[src/rtl/clk_sel_pkg.sv]
// constants, types and helper functions for the switching clock selector
// assumes a 50 MHz system clock and 32-bit word-aligned APB registers
package clk_sel_pkg;
  localparam int unsigned CLK_PERIOD_NS = 20;
  // divisor base: 8 MHz expressed in kHz, and the system clock in kHz
  localparam logic [13:0] REF_KHZ = 14'h1f40;
  localparam logic [15:0] ACC_INC = 16'h1f40;
  localparam logic [15:0] ACC_MOD = 16'hc350;
  localparam logic [5:0] DIV_MIN = 6'h06;
  localparam logic [5:0] DIV_MAX = 6'h28;
  localparam logic [5:0] DIV_RST = 6'h14;
  localparam logic [5:0] DIV_LOW = 6'h28;
  localparam logic [5:0] DIV_OPEN = 6'h14;
  localparam logic [5:0] DIV_HIGH = 6'h08;
  localparam logic [10:0] KHZ_MIN = 11'h0c8;
  localparam logic [10:0] KHZ_MAX = 11'h535;
  localparam logic [10:0] KHZ_RST = 11'h190;
  // external clock period limits and timeouts
  localparam int unsigned EXT_PER_MIN_NS = 714;
  localparam int unsigned EXT_PER_MAX_NS = 5000;
  localparam int unsigned DETECT_TIME_NS = 10000;
  localparam int unsigned LOSS_TIME_NS = 10000;
  localparam logic [9:0] EXT_PER_MIN_CYC = 10'(EXT_PER_MIN_NS / CLK_PERIOD_NS);
  localparam logic [9:0] EXT_PER_MAX_CYC = 10'(EXT_PER_MAX_NS / CLK_PERIOD_NS);
  localparam logic [9:0] DETECT_CYC =
    10'((DETECT_TIME_NS + CLK_PERIOD_NS - 1) / CLK_PERIOD_NS);
  localparam logic [9:0] LOSS_CYC = 10'(LOSS_TIME_NS / CLK_PERIOD_NS);
  // register byte offsets
  localparam logic [11:0] REG_CTRL = 12'h000;
  localparam logic [11:0] REG_FREQ = 12'h004;
  localparam logic [11:0] REG_STATUS = 12'h008;
  localparam logic [11:0] REG_RATE = 12'h00c;
  // pin mode field values
  localparam logic [1:0] MODE_AUTO = 2'h0;
  localparam logic [1:0] MODE_INPUT = 2'h1;
  localparam logic [1:0] MODE_OUTPUT = 2'h2;
  localparam logic [1:0] MODE_RST = 2'h0;
  // strap level codes from the pin sense circuit
  localparam logic [1:0] STRAP_LOW = 2'h0;
  localparam logic [1:0] STRAP_OPEN = 2'h1;
  localparam logic [1:0] STRAP_HIGH = 2'h2;
  localparam logic [1:0] STRAP_RES = 2'h3;
  localparam int unsigned RES_ENTRIES = 19;
  // divisor per strap resistor index, 10 kOhm first
  localparam logic [5:0] RES_DIV [RES_ENTRIES] = '{
    6'h28, 6'h24, 6'h21, 6'h1e, 6'h1b, 6'h19, 6'h16, 6'h14, 6'h13, 6'h11,
    6'h0f, 6'h0e, 6'h0d, 6'h0b, 6'h0a, 6'h09, 6'h08, 6'h07, 6'h06};

  typedef enum logic [1:0] {ST_IDLE, ST_DETECT, ST_LOCKED, ST_FREE} sel_st_t;

  function automatic logic [5:0] khz_to_div(input logic [10:0] khz);
    logic [10:0] k;
    logic [13:0] q;
    k = (khz < KHZ_MIN) ? KHZ_MIN : ((khz > KHZ_MAX) ? KHZ_MAX : khz);
    q = 14'((REF_KHZ + 14'(k >> 1)) / 14'(k));
    return q[5:0];
  endfunction

  function automatic logic [10:0] div_to_khz(input logic [5:0] div);
    logic [13:0] q;
    q = 14'((REF_KHZ + 14'(div >> 1)) / 14'(div));
    return q[10:0];
  endfunction

  function automatic logic [5:0] per_to_div(input logic [9:0] per);
    logic [11:0] q;
    q = 12'(({2'h0, per} * 12'h004 + 12'h00c) / 12'h019);
    if (q < 12'(DIV_MIN))
      q = 12'(DIV_MIN);
    if (q > 12'(DIV_MAX))
      q = 12'(DIV_MAX);
    return q[5:0];
  endfunction
endpackage

[src/rtl/osc_if.sv]
// link between the selector and its internal rate oscillator
// assumes both ends run on the same system clock
`timescale 1ns/1ps
`default_nettype none
interface osc_if;
  logic [5:0] div;
  logic run;
  logic resync;
  logic sw_clk;
  logic cycle_start;
  modport ctrl (output div, output run, output resync,
                input sw_clk, input cycle_start);
  modport osc (input div, input run, input resync,
               output sw_clk, output cycle_start);
endinterface
`default_nettype wire

[src/rtl/rate_osc.sv]
// internal oscillator: 8 MHz tick from the system clock, divided by N
// assumes div stays within 6..40 while run is high
`timescale 1ns/1ps
`default_nettype none
module rate_osc
  import clk_sel_pkg::*;
(
  input wire logic i_mclk, // system clock
  input wire logic i_sys_rst, // synchronous reset, high
  osc_if.osc o_osc // control and clock out
);
  typedef struct packed {
    logic [15:0] acc;
    logic [5:0] cnt;
    logic clk;
    logic start;
  } osc_state_t;

  osc_state_t s_q;
  osc_state_t s_d;

  always_comb
  begin
    s_d = s_q;
    s_d.start = 1'b0;
    if (!o_osc.run)
    begin
      s_d.acc = 16'h0000;
      s_d.cnt = 6'h00;
      s_d.clk = 1'b0;
    end
    else if (o_osc.resync)
    begin
      // restart the period on the external rising edge
      s_d.acc = 16'h0000;
      s_d.cnt = 6'h00;
      s_d.clk = 1'b1;
      s_d.start = 1'b1;
    end
    else
    begin
      if (16'(s_q.acc + ACC_INC) >= ACC_MOD)
      begin
        s_d.acc = 16'(s_q.acc + ACC_INC - ACC_MOD);
        if (s_q.cnt >= 6'(o_osc.div - 6'h01))
        begin
          s_d.cnt = 6'h00;
          s_d.start = 1'b1;
        end
        else
          s_d.cnt = 6'(s_q.cnt + 6'h01);
      end
      else
        s_d.acc = 16'(s_q.acc + ACC_INC);
      s_d.clk = (s_d.cnt < (o_osc.div >> 1));
    end
  end

  always_ff @(posedge i_mclk)
  begin
    if (i_sys_rst)
      s_q <= '0;
    else
      s_q <= s_d;
  end

  assign o_osc.sw_clk = s_q.clk;
  assign o_osc.cycle_start = s_q.start;

  AST_RESYNC_ALIGN: assert property (@(posedge i_mclk)
    disable iff (i_sys_rst)
    (o_osc.run && o_osc.resync) |=>
      (s_q.start && s_q.clk && s_q.cnt == 6'h00))
    else $error("resync did not restart the oscillator period");
endmodule
`default_nettype wire

[src/rtl/switching_clock_select_sync.sv]
// switching clock source selection, external clock detect and lock
// assumes synchronous pin inputs and an APB master on the same clock
// Notes on behaviour
// - switching clock comes from one oscillator, referenced internally or externally.
// - output mode drives the internal oscillator, 400 kHz default, onto the pin.
// - output mode never watches the pin for an incoming clock.
// - input mode looks for an external clock at every turn-on.
// - a found external clock aligns the oscillator to its rising edges.
// - lost external clock falls back to internal near the last measured rate.
// - auto mode looks for a clock after turn-on and locks if present.
// - auto mode without clock or software rate uses strap: low 200k, open 400k, high 1M, resistor.
// - strap is sampled once after each reset release, later changes ignored.
// - strap resistor index decodes to nineteen rates, 200 to 1333 kHz.
// - software rate 200 kHz to 1.33 MHz, divisor 6 to 40 of 8 MHz.
// - off-grid requested rate rounds to the nearest whole divisor.
// - rate readback shows the quantized divisor, not the nominal value.
`timescale 1ns/1ps
`default_nettype none
module switching_clock_select_sync
  import clk_sel_pkg::*;
(
  input wire logic i_mclk, // system clock, 50 MHz
  input wire logic i_sys_rst, // synchronous reset, high
  input wire logic i_psel, // apb select
  input wire logic i_penable, // apb enable
  input wire logic i_pwrite, // apb direction
  input wire logic [11:0] i_paddr, // apb byte address
  input wire logic [31:0] i_pwdata, // apb write data
  output logic [31:0] o_prdata, // apb read data
  output logic o_pready, // apb ready
  output logic o_pslverr, // apb error on unmapped address
  input wire logic i_enable, // converter turn-on
  input wire logic [1:0] i_strap_level, // pin strap level code
  input wire logic [4:0] i_strap_res_idx, // strap resistor index
  input wire logic i_sync_pin, // shared clock pin, input side
  output logic o_sync_pin, // shared clock pin, output side
  output logic o_sync_oe_n, // shared clock pin drive, low drives
  output logic o_sw_clk, // converter_switch_rate clock
  output logic o_pll_ref_ext // oscillator locked to external clock
);
  typedef struct packed {
    sel_st_t st;
    logic [1:0] mode;
    logic [10:0] req_khz;
    logic [5:0] sw_div;
    logic sw_set;
    logic [5:0] strap_div;
    logic strap_done;
    logic en_prev;
    logic pin_prev;
    logic edge_seen;
    logic [9:0] per_cnt;
    logic [9:0] win_cnt;
    logic [5:0] meas_div;
    logic [5:0] act_div;
    logic [31:0] prdata;
  } sel_state_t;

  sel_state_t s_q;
  sel_state_t s_d;
  osc_if osc_link ();
  logic pin_rise;
  logic en_rise;
  logic wr_acc;
  logic rd_setup;
  logic addr_ok;
  logic per_ok;
  logic [5:0] idle_div;

  rate_osc u_osc (
    .i_mclk (i_mclk),
    .i_sys_rst (i_sys_rst),
    .o_osc (osc_link.osc)
  );

  assign pin_rise = i_sync_pin & ~s_q.pin_prev;
  assign en_rise = i_enable & ~s_q.en_prev;
  assign addr_ok = (i_paddr == REG_CTRL) || (i_paddr == REG_FREQ) ||
                   (i_paddr == REG_STATUS) || (i_paddr == REG_RATE);
  assign wr_acc = i_psel & i_penable & i_pwrite;
  assign rd_setup = i_psel & ~i_penable & ~i_pwrite;
  assign per_ok = s_q.edge_seen && (s_q.per_cnt >= EXT_PER_MIN_CYC) &&
                  (s_q.per_cnt <= EXT_PER_MAX_CYC);
  // auto mode uses the strap unless software has chosen a rate
  assign idle_div = (s_q.mode == MODE_AUTO && !s_q.sw_set) ?
                    s_q.strap_div : s_q.sw_div;

  always_comb
  begin
    s_d = s_q;
    s_d.en_prev = i_enable;
    s_d.pin_prev = i_sync_pin;

    // strap sense, once after reset release only
    if (!s_q.strap_done)
    begin
      s_d.strap_done = 1'b1;
      case (i_strap_level)
        STRAP_LOW: s_d.strap_div = DIV_LOW;
        STRAP_OPEN: s_d.strap_div = DIV_OPEN;
        STRAP_HIGH: s_d.strap_div = DIV_HIGH;
        default:
        begin
          if (i_strap_res_idx < 5'(RES_ENTRIES))
            s_d.strap_div = RES_DIV[i_strap_res_idx];
          else
            s_d.strap_div = DIV_OPEN;
        end
      endcase
    end

    // register writes take effect in the access phase
    if (wr_acc)
    begin
      if (i_paddr == REG_CTRL)
      begin
        if (i_pwdata[1:0] == MODE_INPUT || i_pwdata[1:0] == MODE_OUTPUT)
          s_d.mode = i_pwdata[1:0];
        else
          s_d.mode = MODE_AUTO;
      end
      else if (i_paddr == REG_FREQ)
      begin
        s_d.req_khz = i_pwdata[10:0];
        s_d.sw_div = khz_to_div(i_pwdata[10:0]);
        s_d.sw_set = 1'b1;
      end
    end

    // read data is captured in the setup phase
    if (rd_setup)
    begin
      case (i_paddr)
        REG_CTRL: s_d.prdata = {30'h0, s_q.mode};
        REG_FREQ: s_d.prdata = {15'h0, s_q.sw_div, 11'(s_q.req_khz)};
        REG_STATUS: s_d.prdata = {20'h0, s_q.strap_done, s_q.sw_set,
                                  s_q.st, 2'h0, s_q.act_div};
        REG_RATE: s_d.prdata = {21'h0, div_to_khz(s_q.act_div)};
        default: s_d.prdata = 32'h0;
      endcase
    end

    case (s_q.st)
      ST_IDLE:
      begin
        s_d.act_div = (s_q.mode == MODE_OUTPUT) ? s_q.sw_div : idle_div;
        if (en_rise && s_q.strap_done)
        begin
          if (s_q.mode == MODE_OUTPUT)
            s_d.st = ST_FREE;
          else
          begin
            s_d.st = ST_DETECT;
            s_d.win_cnt = 10'h000;
            s_d.per_cnt = 10'h000;
            s_d.edge_seen = 1'b0;
          end
        end
      end
      ST_DETECT:
      begin
        s_d.win_cnt = 10'(s_q.win_cnt + 10'h001);
        s_d.per_cnt = 10'(s_q.per_cnt + 10'h001);
        if (pin_rise)
        begin
          s_d.per_cnt = 10'h000;
          s_d.edge_seen = 1'b1;
          if (per_ok)
          begin
            s_d.st = ST_LOCKED;
            s_d.meas_div = per_to_div(s_q.per_cnt);
            s_d.act_div = per_to_div(s_q.per_cnt);
          end
        end
        // a stray edge on the last cycle must not hold the window open
        if (s_d.st == ST_DETECT &&
            s_q.win_cnt >= 10'(DETECT_CYC - 10'h001))
        begin
          s_d.st = ST_FREE;
          s_d.act_div = idle_div;
        end
      end
      ST_LOCKED:
      begin
        s_d.per_cnt = 10'(s_q.per_cnt + 10'h001);
        if (pin_rise)
        begin
          s_d.per_cnt = 10'h000;
          if (per_ok)
          begin
            s_d.meas_div = per_to_div(s_q.per_cnt);
            s_d.act_div = per_to_div(s_q.per_cnt);
          end
        end
        else if (s_q.per_cnt >= 10'(LOSS_CYC - 10'h001))
        begin
          s_d.st = ST_FREE;
          s_d.act_div = s_q.meas_div;
        end
      end
      ST_FREE:
      begin
        if (s_q.mode == MODE_OUTPUT)
          s_d.act_div = s_q.sw_div;
      end
      default:
        s_d.st = ST_IDLE;
    endcase

    // turning off ends the run; entering output mode stops detect or lock and frees the oscillator on sw_div
    if (!i_enable && s_q.st != ST_IDLE)
      s_d.st = ST_IDLE;
    else if (s_q.mode == MODE_OUTPUT &&
             (s_q.st == ST_DETECT || s_q.st == ST_LOCKED))
    begin
      s_d.st = ST_FREE;
      s_d.act_div = s_q.sw_div;
    end
  end

  always_ff @(posedge i_mclk)
  begin
    if (i_sys_rst)
    begin
      s_q <= '0;
      s_q.st <= ST_IDLE;
      s_q.mode <= MODE_RST;
      s_q.req_khz <= KHZ_RST;
      s_q.sw_div <= DIV_RST;
      s_q.strap_div <= DIV_OPEN;
      s_q.meas_div <= DIV_RST;
      s_q.act_div <= DIV_RST;
    end
    else
      s_q <= s_d;
  end

  // oscillator runs while converting, or always when sourcing the line
  assign osc_link.div = s_q.act_div;
  assign osc_link.run = (s_q.st != ST_IDLE) || (s_q.mode == MODE_OUTPUT);
  assign osc_link.resync = (s_q.st == ST_LOCKED) && pin_rise;

  assign o_sw_clk = osc_link.sw_clk;
  assign o_pll_ref_ext = (s_q.st == ST_LOCKED);
  assign o_sync_pin = (s_q.mode == MODE_OUTPUT) & osc_link.sw_clk;
  assign o_sync_oe_n = (s_q.mode != MODE_OUTPUT);
  assign o_prdata = s_q.prdata;
  assign o_pready = 1'b1;
  assign o_pslverr = i_psel & i_penable & ~addr_ok;

  AST_OUT_DRIVES_PIN: assert property (@(posedge i_mclk)
    disable iff (i_sys_rst)
    (s_q.mode == MODE_OUTPUT) |-> (!o_sync_oe_n && o_sync_pin == o_sw_clk))
    else $error("output mode does not drive the oscillator on the pin");

  AST_PIN_RELEASED: assert property (@(posedge i_mclk)
    disable iff (i_sys_rst)
    (s_q.mode != MODE_OUTPUT) |-> (o_sync_oe_n && !o_sync_pin))
    else $error("pin driven while not the clock source");

  AST_OUT_NO_MONITOR: assert property (@(posedge i_mclk)
    disable iff (i_sys_rst)
    (s_q.mode == MODE_OUTPUT && s_d.mode == MODE_OUTPUT) |=>
      (s_q.st != ST_DETECT && s_q.st != ST_LOCKED))
    else $error("pin watched for a clock while sourcing it");

  AST_IDLE_STOPPED: assert property (@(posedge i_mclk)
    disable iff (i_sys_rst)
    (s_q.st == ST_IDLE && s_q.mode != MODE_OUTPUT) |=> !o_sw_clk)
    else $error("oscillator ran while the converter was off");

  AST_DETECT_ON_ENABLE: assert property (@(posedge i_mclk)
    disable iff (i_sys_rst)
    (s_q.st == ST_IDLE && en_rise && s_q.strap_done && i_enable &&
     s_q.mode != MODE_OUTPUT && !wr_acc) |=>
      (s_q.st == ST_DETECT && s_q.win_cnt == 10'h000))
    else $error("turn-on did not start clock detection");

  AST_RESYNC_START: assert property (@(posedge i_mclk)
    disable iff (i_sys_rst)
    osc_link.resync |=> osc_link.cycle_start)
    else $error("external edge did not start a new period");

  AST_DETECT_BOUND: assert property (@(posedge i_mclk)
    disable iff (i_sys_rst)
    (s_q.st == ST_DETECT) |-> (s_q.win_cnt < DETECT_CYC))
    else $error("detection window overran");

  AST_LOCK_NEEDS_EDGE: assert property (@(posedge i_mclk)
    disable iff (i_sys_rst)
    $rose(o_pll_ref_ext) |-> ($past(s_q.edge_seen) && $past(pin_rise)))
    else $error("locked without two external edges");

  AST_LOSS_FALLBACK: assert property (@(posedge i_mclk)
    disable iff (i_sys_rst)
    (s_q.st == ST_LOCKED && i_enable && s_q.mode != MODE_OUTPUT &&
     !pin_rise && s_q.per_cnt == 10'(LOSS_CYC - 10'h001)) |=>
      (s_q.st == ST_FREE && s_q.act_div == $past(s_q.meas_div)))
    else $error("lost clock did not fall back to measured rate");

  AST_AUTO_STRAP: assert property (@(posedge i_mclk)
    disable iff (i_sys_rst)
    ($past(s_q.st) == ST_DETECT && s_q.st == ST_FREE &&
     s_q.mode == MODE_AUTO && !s_q.sw_set && $stable(s_q.mode)) |->
      (s_q.act_div == s_q.strap_div))
    else $error("auto mode without clock ignored the strap");

  AST_STRAP_HELD: assert property (@(posedge i_mclk)
    disable iff (i_sys_rst)
    s_q.strap_done |=> (s_q.strap_done && $stable(s_q.strap_div)))
    else $error("strap rate changed after start-up");

  AST_DIV_RANGE: assert property (@(posedge i_mclk)
    disable iff (i_sys_rst)
    (s_q.act_div >= DIV_MIN && s_q.act_div <= DIV_MAX &&
     s_q.sw_div >= DIV_MIN && s_q.sw_div <= DIV_MAX))
    else $error("divisor outside 6 to 40");

  AST_FREQ_CLAMP: assert property (@(posedge i_mclk)
    disable iff (i_sys_rst)
    (wr_acc && i_paddr == REG_FREQ && i_pwdata[10:0] < KHZ_MIN) |=>
      (s_q.sw_div == DIV_MAX))
    else $error("rate below 200 kHz not clamped to divisor 40");

  AST_FREQ_TOP: assert property (@(posedge i_mclk)
    disable iff (i_sys_rst)
    (wr_acc && i_paddr == REG_FREQ && i_pwdata[10:0] > KHZ_MAX) |=>
      (s_q.sw_div == DIV_MIN))
    else $error("rate above 1333 kHz not clamped to divisor 6");

  AST_FREQ_ROUND: assert property (@(posedge i_mclk)
    disable iff (i_sys_rst)
    (wr_acc && i_paddr == REG_FREQ && i_pwdata[10:0] == 11'h32a) |=>
      (s_q.sw_div == 6'h0a))
    else $error("810 kHz request did not pick divisor 10");

  AST_RATE_READ: assert property (@(posedge i_mclk)
    disable iff (i_sys_rst)
    (rd_setup && i_paddr == REG_RATE) |=>
      (o_prdata[10:0] == div_to_khz($past(s_q.act_div))))
    else $error("rate readback not the quantized divisor");
endmodule
`default_nettype wire

[config.mk]
export PLATFORM = sky130hd
export DESIGN_NAME = switching_clock_select_sync
export DESIGN_NICKNAME = d
export VERILOG_FILES = /design/src/rtl/clk_sel_pkg.sv /design/src/rtl/osc_if.sv /design/src/rtl/rate_osc.sv /design/src/rtl/switching_clock_select_sync.sv
export SDC_FILE = /design/constraint.sdc
export NUM_CORES = 1
export LEC_CHECK = 0
export CORE_ASPECT_RATIO = 2
export CORE_MARGIN = 2
export CORE_UTILIZATION = 55
export DETAILED_ROUTE_END_ITERATION = 6
export DONT_BUFFER_PORTS = 1
export GPL_TIMING_DRIVEN = 0
export PLACE_DENSITY = 0.7
export SYNTH_ARGS = -nofsm -noshare
export SYNTH_HDL_FRONTEND = slang
export SYNTH_SLANG_ARGS = --single-unit
[constraint.sdc]
create_clock -name i_mclk -period 76.3 [get_ports i_mclk]
set_input_delay 15.26 -clock i_mclk [delete_from_list [all_inputs] [get_ports i_mclk]]
set_output_delay 15.26 -clock i_mclk [all_outputs]
set_load 0.01 [all_outputs]
### After elaboration in Yosys (flattened, before gate mapping)

Memory sizes are Yosys's and may differ from the RTL's.
Cells that the tools add are included.

* register bits: 119
* latch bits: 0
* memory bits (writable): 0
* ROM bits: 192
* input port bits: 58
* output and inout bits: 38
* logic and storage cells: 172
* memories: 1

* add/sub/neg operators: 9
* multipliers: 0
* divide/modulo/power cells: 3
* order comparisons: 14
* equality and inequality tests: 22
* shift operators: 0
* multiplexer cells: 54
* bitwise operators: 16
* reduce and logical (&&, ||, !) cells: 35

Memory list
* (name not given): words 32, bits a word 6, rd ports 1, clocked after Yosys merged registers in 0, wr ports 0, RTL line switching_clock_select_sync.sv:105 `s_d.strap_div = RES_DIV[i_strap_res_idx];`

Operators by type and width (number)
* 6-bit two-way mux: 18
* 12-bit two-way mux: 8
* 17-bit case mux with 4 select lines: 1
* 21-bit two-way mux: 2
* 11-bit two-way mux: 3
* 10-bit case mux with 3 select lines: 1
* 12-bit by 4-bit equality test with 1-bit output (second input constant): 2
* 12-bit by 6-bit > comparator with 1-bit output (second input constant): 2
* 6-bit case mux with 4 select lines: 1
* 2-bit two-way mux: 11
* 10-bit by 1-bit adder with 10-bit output (second input constant): 2
* 10-bit by 9-bit >= comparator with 1-bit output (second input constant): 2
* 10-bit case mux with 2 select lines: 1
* 6-bit case mux with 3 select lines: 1
* 16-bit by 13-bit adder with 16-bit output (second input constant): 1
* 16-bit >= comparator (second input constant): 1
* 16-bit two-way mux: 1
* 16-bit subtractor (second input constant): 1
* 13-bit by 10-bit adder with 14-bit output (first input constant): 1
* 13-bit by 5-bit adder with 14-bit output (first input constant): 1
* 14-bit by 11-bit divider with 14-bit output: 1
* 14-bit by 6-bit divider with 14-bit output: 1
* 12-bit by 4-bit adder with 12-bit output (second input constant): 1
* 12-bit by 5-bit divider with 12-bit output (second input constant): 1
* other kinds (41): 88

### Longest topological paths before layout

* word-level depth: 15
* gate-level depth with buffers: 123
* mapped depth without buffers: 116

### Modules after synthesis

Synthesis repeated with hierarchy kept, for this count alone.

* cells, all modules: 2109
* area total of the unflattened synthesis: 15579.9 um2

Modules (own cells, without submodules)
* switching_clock_select_sync: instances 1, cells an instance 1883, area each 13738.2 um2, sequential area each 1621.6 um2
* rate_osc: instances 1, cells an instance 226, area each 1841.8 um2, sequential area each 400.4 um2

### Worst setup path before layout

Ideal clock, no wire load.

* kind: input port to flip-flop
* start point: input port i_pwdata[10]
* end point: register s_q[75] in the netlist's numbering
* library setup time: 134 ps
* arrival: 37017 ps
* required time: 76166 ps
* path slack: 39149 ps
* stages on the path: 119
* buffers on the path: 8
* cells stage by stage: clkbuf_1 -> inv_1 -> nor2_1 -> clkbuf_1 -> o21ai_0 -> ha_1 -> nand3_1 -> nand2_1 -> inv_1 -> ha_1 -> nand4_1 -> or4_1 -> nor2_1 -> a21oi_1 -> ha_1 -> nand2_1 -> nor2_1 -> a21boi_0 -> [83 not listed] -> a2111oi_2 -> clkbuf_1 -> nand2_1 -> o21ai_0 -> ha_1 -> nor2b_1 -> o21ai_0 -> nand2b_1 -> a21oi_1 -> nor2b_1 -> o21ai_0 -> nand2b_1 -> a21oi_1 -> nor2b_1 -> o21ai_0 -> nand2b_1 -> a2111oi_0 -> a211oi_1

* longest elaborated chain between the ends: 5
* elaborated cells on any way between the ends: 6
* classes of those cells: add/sub: 1; div: 1; order compare: 2; mux: 2

Ends and longest elaborated chain
* start, declared: RTL line switching_clock_select_sync.sv:28 `input wire logic [31:0] i_pwdata,`
* 11-bit > comparator: RTL line clk_sel_pkg.sv:54 `k = (khz < KHZ_MIN) ? KHZ_MIN : ((khz > KHZ_MAX) ? KHZ_MAX : khz);`
* 11-bit two-way mux: RTL line clk_sel_pkg.sv:54
* 11-bit two-way mux (*): RTL line clk_sel_pkg.sv:54
* 13-bit by 10-bit adder with 14-bit output: RTL line clk_sel_pkg.sv:55 `q = 14'((REF_KHZ + 14'(k >> 1)) / 14'(k));`
* 14-bit by 11-bit divider with 14-bit output (*): RTL line clk_sel_pkg.sv:55
* end, declared: RTL line switching_clock_select_sync.sv:59 `sel_state_t s_q;`

Mark *: on every way between the ends. The rest lies on a longest branch, timed or not.
A chain may end at the register's enable or synchronous reset.

### Final worst setup path

Ends and elaborated chain as after synthesis.

==> results.ini <==
[critical_path]
cp.depth = 119
r2r_start = osc_link.div[3]
critPathLaunchType = input pin
critPathKind = input pin to register
critPathMaxFanout = 10
cp_slowest_stage_delay_ns = 1.07
r2r_cells = 105
startpoint = i_pwdata[10]
worst-path-buf-inv = 12
cp-end-kind = register
cp.arrival_ns = 41.20
cp_slowest_cell = a2111oi_2
critPathTopFamily = compound AO/OA/AOI/OAI gates
r2r_slack_ns = 50.47
crit_top_cell = o21a_1
cp.required_ns = 76.52
timing.rr.end = o_prdata[0]
critical_path.endpoint = s_q[75]

[clock_tree]
clock_path_buffers = 2
cts_hold_buf = 0
cts-root-buf = clkbuf_16
cts.sinks = 100
h-tree-depth = 3
clk_latency_ns = 0.36
cts_tree = done
cts_made_buffers = 9
cts_resized = 0
clkTransAtPathRegs_ns = 0.08
post-cts-setup-buffers = 0

[final_layout]
drive_gt1_share_pct = 7.09
finalNonFillerCells = 2406
fin_nets = 2305
nFillCells = 2620
antennaDiodeCount = 0
synthToLayoutAreaGrowth_pct = 5.72

[synthesis]
ys_types = 104
synthTopCellsByArea = ha_1 (16%), dfxtp_1 (13%), nor2_1 (5.1%), a21oi_1 (4.5%), nand2_1 (4.2%)
syn-instance-count = 2019
synth_top_area_share_pct = 16.4
synth-async-reset-ratio_pct = 0
synth_edf_count = 0
synth.largest_area_cell = ha_1
yosys-top-cells-count = nor2_1 (201), ha_1 (194), nand2_1 (167)
yosysSeqAreaShare_pct = 13.5
yosys_warnings = 0
synth_ff_type = dfxtp_1
avgSynthCellArea_um2 = 7.35
syn_area_um2 = 14800
synthMostInstantiatedCell = nor2_1
ys_ff_latch = 100

[global_route]
use_met2_pct = 46.2
grt_pass1_wl_mm = 66.3
grt_util_all_layers_pct = 27.6
grt_max_degree = 19
gr-max-usage-layer = met2
use_met1_pct = 37.5
grt_antenna_before_repair = 0
overflow = 0
grt_pass1_vias = 14000
met3_usage_pct = 3.46

[timing]
period_share_pct = 53.7
period_minus_slack_ns = 40.98
rsz0062_at_grt = no
fin_worst_skew_ns = 0.0132
tightest_slew_ns = 1.20
slew_headroom_pct = 20.0
setup_viol = 0
clock.fmax_mhz = 24.4
slew_violations = 0
finalSetupTns_ns = 0
finalHoldViolations = 0
whs_ns = 0.469

[die]
rows = 85
die_w_um = 120
die_h_um = 236
core_area_um2 = 26700
start_util_pct = 55.6
die_area_um2 = 28400
pin_count = 96

[outcome]
violations = design-rule violations
status = finished with violations

[job]
max_cap_viol_count = 0

[drt]
drt_iter0_drc = 898
via_per_inst = 6.21
dr_total_vias = 14900
dr.pass1.iters = 7
routed_wl_mm = 39.3
ant_nets = 0
drc_errors = 11
avgRoutedWirePerCell_um = 16.3

[place]
port_buffers = 0
dp_cells = 2390
place_hpwl_mm = 30.7
gp_congestion = 0.918

[worst_hold_path]
hold_path.class = register to register

layer usage:
layer,vias to the layer above,wire (µm)
met3,64,1930
met4,0,767
met1,6964,18600
li1,7540,-
met2,366,18000
met5,-,0
how the worst min path moves through the flow:
stage          slack, ns  endpoint     from  cells past startpoint
6_report            0.47   s_q[87]  s_q[87]                      2
2_1_floorplan       0.43   s_q[87]  s_q[87]                      2
4_1_cts             0.47   s_q[87]  s_q[87]                      2
3_3_place_gp        0.45   s_q[82]  s_q[82]                      2
3_5_place_dp        0.46   s_q[87]  s_q[87]                      2
5_1_grt             0.51   s_q[83]  s_q[83]                      2
cell usage in the layout (no fill, tap or decap), types with 26 or more instances in the layout:
| cell type | count |
|---|---|
| nand2_1 | 167 |
| or3_1 | 26 |
| xor2_1 | 31 |
| buf_4 | 36 |
| a21oi_1 | 133 |
| nor2_1 | 201 |
| nand2b_1 | 29 |
| xnor2_1 | 47 |
| clkbuf_1 | 59 |
| dfxtp_1 | 100 |
| o21ai_0 | 121 |
| nor2b_1 | 32 |
| nor3_1 | 114 |
| o31ai_1 | 32 |
| mux2_2 | 31 |
| mux2i_1 | 40 |
| a21o_1 | 35 |
| o21a_1 | 82 |
| nand3_1 | 47 |
| inv_1 | 73 |
| ha_1 | 194 |
| a211oi_1 | 26 |
final cells by class:
type                    instances  area [µm²]  area share [%]
inverters                      77         289            1.84
clock inverters                 6        53.8           0.343
repair buffers                  4        45.0           0.287
flip-flops and latches        100        2000            12.8
multi-input cells            1754       12100            77.0
clock buffers                  10         239            1.52
plain buffers                 107         551            3.51
well taps                     348         435            2.78
metrics by stage:
stage	setup WS (ns)	area [µm²]	util, %
2_1_floorplan	39.15	14900	-
3_3_place_gp	34.89	15300	57.5
3_5_place_dp	35.30	15400	57.7
4_1_cts	35.54	15700	58.8
5_1_grt	32.75	15700	58.8
6_report	35.32	15700	58.8
tightest hold or removal path, delay by kind of cell (launching register included):
family / cells / cell delay (ns)
simple gates: 1 / 0.05
flops: 1 / 0.32
compound gates: 1 / 0.05
flip-flops by register name, indices dropped and copies added (netlist names):
name                cells
u_osc.s_q              18
o_prdata               17
osc_link.div            6
u_osc.o_osc.sw_clk      1
s_q                    58
cells by family (layout without fill, tap and decap cells):
kind of cell | after synthesis | in the layout | synth area share [%]
compound gates | 644 | 644 | 29.8
xor+xnor | 78 | 78 | 4.60
fa+ha+maj | 197 | 197 | 16.6
buf+inv | 184 | 204 | 5.66
flops | 100 | 100 | 13.5
mux | 79 | 79 | 5.91
other cells | 2 | 21 | 0.0506
simple gates | 735 | 735 | 23.9
Power is not shown: default switching activity piles up to over one toggle a cycle in this logic, so the estimate is an artifact.
